--- src/addr_map_pkg.sv ---
// shared constants and types for the cpu address map decoder
package addr_map_pkg;
    localparam int PHYS_W = 26;
    localparam int ADDR_W = 32;
    // physical map, 26-bit addresses
    localparam logic [25:0] ROM_AREA_LAST = 26'h00FFFFF;
    localparam logic [25:0] ROM_64K_LAST = 26'h000FFFF;
    localparam logic [25:0] ROM_128K_LAST = 26'h001FFFF;
    localparam logic [25:0] ALIAS_BASE = 26'h3FEF000;
    localparam logic [25:0] ALIAS_LAST = 26'h3FEFFFF;
    localparam logic [25:0] RAM_AREA_BASE = 26'h3FF0000;
    localparam logic [25:0] RAM_PHYS_BASE = 26'h3FFD800;
    localparam logic [25:0] PIO_BASE = 26'h3FFF000;
    // reset value of the program counter
    localparam logic [31:0] PC_RESET = 32'h0000_0000;
    // distance of the speculative fetch ahead of the program counter
    localparam logic [25:0] PREFETCH_STEP = 26'h0000004;
    typedef enum logic [1:0] {SZ_BYTE, SZ_HALF, SZ_WORD} size_t;
    typedef enum logic [1:0] {TGT_NONE, TGT_ROM, TGT_RAM, TGT_PIO} target_t;
    typedef enum logic [1:0] {ST_IDLE, ST_MEM, ST_PIO_LO, ST_PIO_HI} state_t;
endpackage

--- src/cpu_address_map_decoder.sv ---
// address map decoder with program and data wraparound
// Summary of operation
// data space mirrors one 64 MB space
// program counter upper 6 bits stay zero
// program addresses wrap top to zero
// operand address carry beyond 32 dropped
// peripheral area decoded, never fetched from
// lowest 1 MB goes to ROM area
// 64 KB variant, ROM above prohibited
// 128 KB variant, ROM above prohibited
// RAM area ends below peripheral area
// only top 6 KB of RAM usable
// alias window below RAM not used
// word peripheral access split, low half first
// byte register: upper undefined, lower written
// data address sign-extends bit 25
// no prefetch into peripheral area
// prohibited access: read zero, write ignored
`timescale 1ns/1ps
`default_nettype none
module cpu_address_map_decoder
    import addr_map_pkg::*;
#(
    parameter logic [25:0] ROM_LAST = addr_map_pkg::ROM_64K_LAST
) (
    // clock and reset
    input wire logic clk,
    input wire logic rst,
    // program counter
    input wire logic pc_update,
    input wire logic [31:0] pc_delta,
    output logic [31:0] program_counter,
    output logic fetch_rom,
    output logic fetch_ram,
    output logic fetch_fault,
    output logic prefetch_ok,
    // operand access request
    input wire logic op_req,
    input wire logic [31:0] op_base,
    input wire logic [31:0] op_disp,
    input wire logic op_write,
    input wire addr_map_pkg::size_t op_size,
    input wire logic [31:0] op_wdata,
    output logic op_busy,
    output logic op_done,
    output logic [31:0] op_rdata,
    output logic [31:0] op_addr,
    // internal rom and ram
    output logic mem_rom_sel,
    output logic mem_ram_sel,
    output logic mem_we,
    output logic [25:0] mem_addr,
    output logic [31:0] mem_wdata,
    output addr_map_pkg::size_t mem_size,
    input wire logic [31:0] mem_rdata,
    // peripheral registers, halfword wide
    output logic pio_req,
    output logic pio_we,
    output logic [25:0] pio_addr,
    output logic [15:0] pio_wdata,
    output logic [1:0] pio_wmask,
    input wire logic pio_byte_reg,
    input wire logic [15:0] pio_rdata
);
    import addr_map_pkg::*;

    state_t state;
    logic [25:0] a_phys;
    size_t a_size;
    logic a_we;
    logic [31:0] a_wdata;
    target_t a_tgt;
    logic [15:0] lo_half;

    // map a physical address onto a target; holes give none
    function automatic target_t classify(input logic [25:0] a);
        target_t t;
        t = TGT_NONE;
        // rom up to the variant's last byte
        if (a <= ROM_LAST) begin
            t = TGT_ROM;
            // usable ram only, alias and low part refused
        end else if (a >= RAM_PHYS_BASE && a < PIO_BASE) begin
            t = TGT_RAM;
        end else if (a >= PIO_BASE) begin
            t = TGT_PIO;
        end
        return t;
    endfunction

    // upper bits forced zero, carry out of bit 25 lost
    wire logic [25:0] next_pc_low = program_counter[25:0] + pc_delta[25:0];
    wire logic [31:0] next_pc = {6'h00, next_pc_low};
    // peripheral area and holes are not fetchable
    wire target_t fetch_tgt = classify(program_counter[25:0]);
    wire logic [25:0] pf_addr = program_counter[25:0] + PREFETCH_STEP;
    wire target_t pf_tgt = classify(pf_addr);
    assign fetch_rom = fetch_tgt == TGT_ROM;
    assign fetch_ram = fetch_tgt == TGT_RAM;
    assign fetch_fault = !fetch_rom && !fetch_ram;
    // a prefetch past RAM top would hit registers, so block it
    assign prefetch_ok = pf_tgt == TGT_ROM || pf_tgt == TGT_RAM;

    // program counter wraps within 26 bits
    always_ff @(posedge clk) begin
        if (rst) begin
            program_counter <= PC_RESET;
        end else if (pc_update) begin
            program_counter <= next_pc;
        end
    end

    // operand sum kept to 32 bits; R1 only low 26 bits decode
    wire logic [31:0] op_sum = op_base + op_disp;
    wire logic [25:0] op_phys = op_sum[25:0];
    wire target_t op_tgt = classify(op_phys);
    wire logic accept = state == ST_IDLE && op_req;
    assign op_busy = state != ST_IDLE;

    // access sequencer
    state_t next_state;
    always_comb begin
        next_state = state;
        case (state)
            ST_IDLE: begin
                if (op_req) begin
                    next_state = op_tgt == TGT_PIO ? ST_PIO_LO : ST_MEM;
                end
            end
            ST_MEM: begin
                next_state = ST_IDLE;
            end
            ST_PIO_LO: begin
                next_state = a_size == SZ_WORD ? ST_PIO_HI : ST_IDLE;
            end
            ST_PIO_HI: begin
                next_state = ST_IDLE;
            end
            default: begin
                next_state = ST_IDLE;
            end
        endcase
    end

    always_ff @(posedge clk) begin
        if (rst) begin
            state <= ST_IDLE;
        end else begin
            state <= next_state;
        end
    end

    // latch the request; R14 data address sign-extends bit 25
    always_ff @(posedge clk) begin
        if (rst) begin
            a_phys <= 26'h0000000;
            a_size <= SZ_BYTE;
            a_we <= 1'b0;
            a_wdata <= 32'h0000_0000;
            a_tgt <= TGT_NONE;
            op_addr <= 32'h0000_0000;
        end else if (accept) begin
            a_phys <= op_phys;
            a_size <= op_size;
            a_we <= op_write;
            a_wdata <= op_wdata;
            a_tgt <= op_tgt;
            op_addr <= {{6{op_phys[25]}}, op_phys};
        end
    end

    // no select and no write strobe for a hole
    assign mem_rom_sel = state == ST_MEM && a_tgt == TGT_ROM;
    assign mem_ram_sel = state == ST_MEM && a_tgt == TGT_RAM;
    assign mem_we = (mem_rom_sel || mem_ram_sel) && a_we;
    assign mem_addr = a_phys;
    assign mem_wdata = a_wdata;
    assign mem_size = a_size;

    // word goes as two halfwords, address bits 1:0 dropped
    wire logic hi_phase = state == ST_PIO_HI;
    wire logic half_sel = a_size == SZ_WORD ? hi_phase : a_phys[1];
    assign pio_req = state == ST_PIO_LO || hi_phase;
    assign pio_we = pio_req && a_we;
    assign pio_addr = {a_phys[25:2], half_sel, 1'b0};
    wire logic [15:0] byte_rep = {a_wdata[7:0], a_wdata[7:0]};
    assign pio_wdata = a_size == SZ_BYTE ? byte_rep
        : (hi_phase ? a_wdata[31:16] : a_wdata[15:0]);
    // wide write to a byte register lands in the low lane only
    wire logic [1:0] byte_lane = a_phys[0] ? 2'b10 : 2'b01;
    assign pio_wmask = !pio_we ? 2'b00
        : (a_size == SZ_BYTE ? byte_lane
        : (pio_byte_reg ? 2'b01 : 2'b11));

    // upper byte of a byte register reads as zero in halfword and word reads
    wire logic [15:0] pio_half = pio_byte_reg ? {8'h00, pio_rdata[7:0]}
        : pio_rdata;
    wire logic [7:0] pio_byte = a_phys[0] ? pio_rdata[15:8]
        : pio_rdata[7:0];

    // read data assembly; R16 holes read as zero
    logic [31:0] next_rdata;
    always_comb begin
        next_rdata = 32'h0000_0000;
        if (state == ST_MEM && a_tgt != TGT_NONE && !a_we) begin
            next_rdata = mem_rdata;
        end else if (state == ST_PIO_LO && !a_we) begin
            if (a_size == SZ_BYTE) begin
                next_rdata = {24'h000000, pio_byte};
            end else begin
                next_rdata = {16'h0000, pio_half};
            end
        end else if (hi_phase && !a_we) begin
            next_rdata = {pio_half, lo_half};
        end
    end

    wire logic finish = next_state == ST_IDLE && state != ST_IDLE;

    // data held until the next access completes
    always_ff @(posedge clk) begin
        if (rst) begin
            lo_half <= 16'h0000;
            op_done <= 1'b0;
            op_rdata <= 32'h0000_0000;
        end else begin
            op_done <= finish;
            if (state == ST_PIO_LO) begin
                lo_half <= pio_half;
            end
            if (finish) begin
                op_rdata <= next_rdata;
            end
        end
    end
endmodule
`default_nettype wire

--- config.mk ---
export PLATFORM = sky130hd
export DESIGN_NAME = cpu_address_map_decoder
export DESIGN_NICKNAME = d
export VERILOG_FILES = /design/src/addr_map_pkg.sv /design/src/cpu_address_map_decoder.sv
export SDC_FILE = /design/constraint.sdc
export NUM_CORES = 1
export LEC_CHECK = 0
export BUFFER_PORTS_ARGS = -buffer_cell sky130_fd_sc_hd__buf_2
export CORE_ASPECT_RATIO = 0.7
export CORE_MARGIN = 3
export CORE_UTILIZATION = 49
export CTS_CLUSTER_DIAMETER = 40
export CTS_CLUSTER_SIZE = 30
export DETAILED_ROUTE_END_ITERATION = 6
export GPL_ROUTABILITY_DRIVEN = 0
export PLACE_DENSITY = 0.81
export SETUP_SLACK_MARGIN = 0.1
export SLEW_MARGIN = 10
export SYNTH_ARGS = -nofsm -noshare
export SYNTH_HDL_FRONTEND = slang
export SYNTH_SLANG_ARGS = --single-unit
--- constraint.sdc ---
create_clock -name clk -period 3.6 [get_ports clk]
set_input_delay 0.54 -clock clk [delete_from_list [all_inputs] [get_ports clk]]
set_output_delay 0.54 -clock clk [all_outputs]
set_load 0.01 [all_outputs]
==> flow_metrics.py <==
metrics = {
    "drt": {
        "vias_per_cell": 5.82,
        "wire_per_inst_um": 17.9,
        "highest_layer": "met5",
        "routed_wl_mm": 31.7,
        "drtIter0Drc": 946,
        "antenna_left": 0,
        "wl_met2_mm": 14.2,
        "wl_met1_mm": 13.9,
        "drt_first_pass_iters": 5,
        "vias": 10300,
        "met3_length_mm": 2.86,
        "drc": 0,
    },
    "timing": {
        "fin_crit_sh_pct": 92.0,
        "max_slew_margin_pct": 41.2,
        "fin_skew_ps": 13.7,
        "hold_viol": 0,
        "period_needed_ps": 3310,
        "fmaxAchievable_mhz": 302,
        "grt_setup_unrepaired": "false",
        "maxSlewViolCount": 0,
        "finalSetupViolCount": 0,
        "fin_tns_setup_ps": 0,
        "worstMarginPinSlew_ps": 882,
    },
    "pwr": {
        "cellPowerDensity_nw_per_um2": 435,
        "power_leakage_nw": 5.65,
        "irDropWorstVdd_v": 0.000241,
    },
    "logic_synthesis": {
        "yosysWarnings": 0,
        "postSynthCellCount": 1228,
        "synth_top_area_share_pct": 29.7,
        "yosysSeqAreaShare_pct": 29.7,
        "synth.avg_cell_area_um2": 7.69,
        "yosysMostFrequentCell": "nand2_1",
        "syn_area_um2": 9440,
        "ys.flop_type": "dfxtp_1",
        "synth_area_leader_cell": "dfxtp_1",
        "synth_area_leaders": "dfxtp_1, nand2_1, a21oi_1",
        "yosysUniqueCellTypes": 75,
        "asyncSetResetFlopFracSynth_pct": 0,
        "synth-edff-count": 0,
        "ys_top_cells_by_count": "nand2_1, a21oi_1, dfxtp_1",
        "ys_seq_elements": 140,
    },
    "hold_path": {
        "hold_start": "op_wdata[30]",
        "hp-class": "in2reg",
    },
    "place": {
        "io_buffers": 369,
        "place_area_um2": 11100,
        "place_hpwl_mm": 23.9,
    },
    "critical_path": {
        "crit_start": "program_counter[8]",
        "reg2reg_from": "program_counter[13]",
        "cp.required_ps": 3060,
        "critPathArrivalTime_ps": 2770,
        "end_kind": "output pin",
        "worstPathMaxFanout": 5,
        "cpPeakStageDelay_ps": 610,
        "cp_cell_sequence": "nand4_1 -> nor2_2 -> nand4_1 -> or3_4 -> or4b_2 -> nand2_1 -> a32oi_1 -> o21ai_1 -> buf_2",
        "cp_common_cell": "nand4_1",
        "slowest_stage": "or4b_2",
        "crit_path_start_kind": "register",
        "criticalPathCategory": "reg2out",
    },
    "outcome": {
        "outcome": "finished clean",
    },
    "die": {
        "die-area_um2": 21000,
        "die_w_um": 172,
        "core_um2": 18500,
        "rows": 41,
        "ios": 395,
        "die_h_um": 122,
        "start_util_pct": 51.1,
    },
    "cts": {
        "ctsLongestPathBuffers": 2,
        "cts_tree": "done",
        "hold_buffers": 0,
        "cts.sinks": 140,
        "cts_max_level": 4,
        "numCtsBuffers": 17,
        "clk_latency_ps": 420,
        "cts_root_buffer": "clkbuf_16",
        "path_clk_slew_ps": 70,
    },
    "flow_run": {
        "maxCapViolations": 0,
    },
    "cells_and_area": {
        "stdcell_area_um2": 11700,
        "post-route-util_pct": 63.4,
        "synthToLayoutAreaGrowth_pct": 24.1,
        "fin_nets": 1754,
        "drive_above_1_share_pct": 30.4,
    },
    "global_routing": {
        "grt_usage_pct": 28.5,
        "grt_max_degree": 83,
        "antenna_found_initial": 4,
        "grt_overflow": 0,
        "grt_pass1_vias": 9210,
        "grt_pass1_wl_mm": 47.9,
    },
}
path summary, 6_finish.rpt:
| check | end | slack [ps] | cells after the start |
|---|---|---|---|
| max | prefetch_ok | 290 | 9 |
| min | mem_wdata[30] | 350 | 3 |
| max reg2reg | program_counter[25] | 580 | 10 |
| min reg2reg | lo_half[14] | 460 | 2 |
power by group:
part	switching [mW]	leakage (nW)	internal, mW	total, mW
clock	0.800	0.303	1.02	1.82
sequential	0.155	1.15	1.65	1.81
combinational	0.834	4.20	0.632	1.47
cell type report:
cell class                      instances  area, µm²
Antenna cell                            2       5.00
Clock buffer                           18        439
Clock inverter                         14        174
Fill cell                            1672       6760
Inverter                               26       97.6
Multi-Input combinational cell        935       5830
Sequential cell                       140       2810
Tap cell                              236        295
Timing Repair Buffer                  397       2060
cells in the final DEF (no fill, tap or decap), drive strengths merged, types with 19 or more instances in the layout:
cell and count:
a211oi 19, a21o 20, a21oi 143, buf 397, dfxtp 140, ha 51
inv 35, mux2i 28, nand2 209, nand3 28, nor2 79, o21ai 66
xnor2 26
worst max-delay path, delay by kind of cell (launching register included):
family          cells  cell delay (ps)
flops               1              410
buf+inv             1              150
compound gates      2              240
simple gates        6             1570
timing repair:
| item | in CTS | in global routing |
|---|---|---|
| endpoints found under the hold margin | 0 | 0 |
| resized for setup | 0 | 7 |
| endpoints found under the setup margin | 0 | 1 |
| buffers inserted | 0 | 0 |
per-stage QoR:
| step | instances | hold WS, ps | power (mW) | setup WS (ps) |
|---|---|---|---|---|
| 2_1_floorplan | 1234 | 436 | 2.82 | 457 |
| 3_3_place_gp | 1734 | 442 | 3.24 | 32.1 |
| 3_5_place_dp | 1734 | 450 | 3.28 | 27.8 |
| 4_1_cts | 1766 | 332 | 5.10 | 159 |
| 5_1_grt | 1768 | 334 | 5.35 | 109 |
| 6_report | 1768 | 346 | 5.09 | 287 |
sequential cells by signal, indices dropped and copies added, names as in the netlist:
register,count
op_done,1
mem_wdata,32
a_we,1
mem_size,2
a_tgt,2
state,2
lo_half,16
mem_addr,26
program_counter,26
op_rdata,32
cells by family (layout without fill, tap and decap cells):
kind of cell / Yosys count / in the layout / synth area share, %
xor+xnor: 35 / 35 / 3.25
buf+inv: 159 / 455 / 9.01
compound gates: 372 / 372 / 25.8
other cells: 1 / 9 / 0.0397
fa+ha+maj: 53 / 53 / 7.19
mux: 37 / 37 / 4.04
flops: 140 / 140 / 29.7
simple gates: 431 / 431 / 20.9
routing by layer:
| layer | track usage, % | vias up |
|---|---|---|
| met5 | 0 | - |
| met4 | 7.98 | 4 |
| met3 | 7.53 | 58 |
| met2 | 44.4 | 512 |
| met1 | 39.1 | 4800 |
| li1 | - | 4924 |
Note: power is estimated with default switching activity, not from simulation.
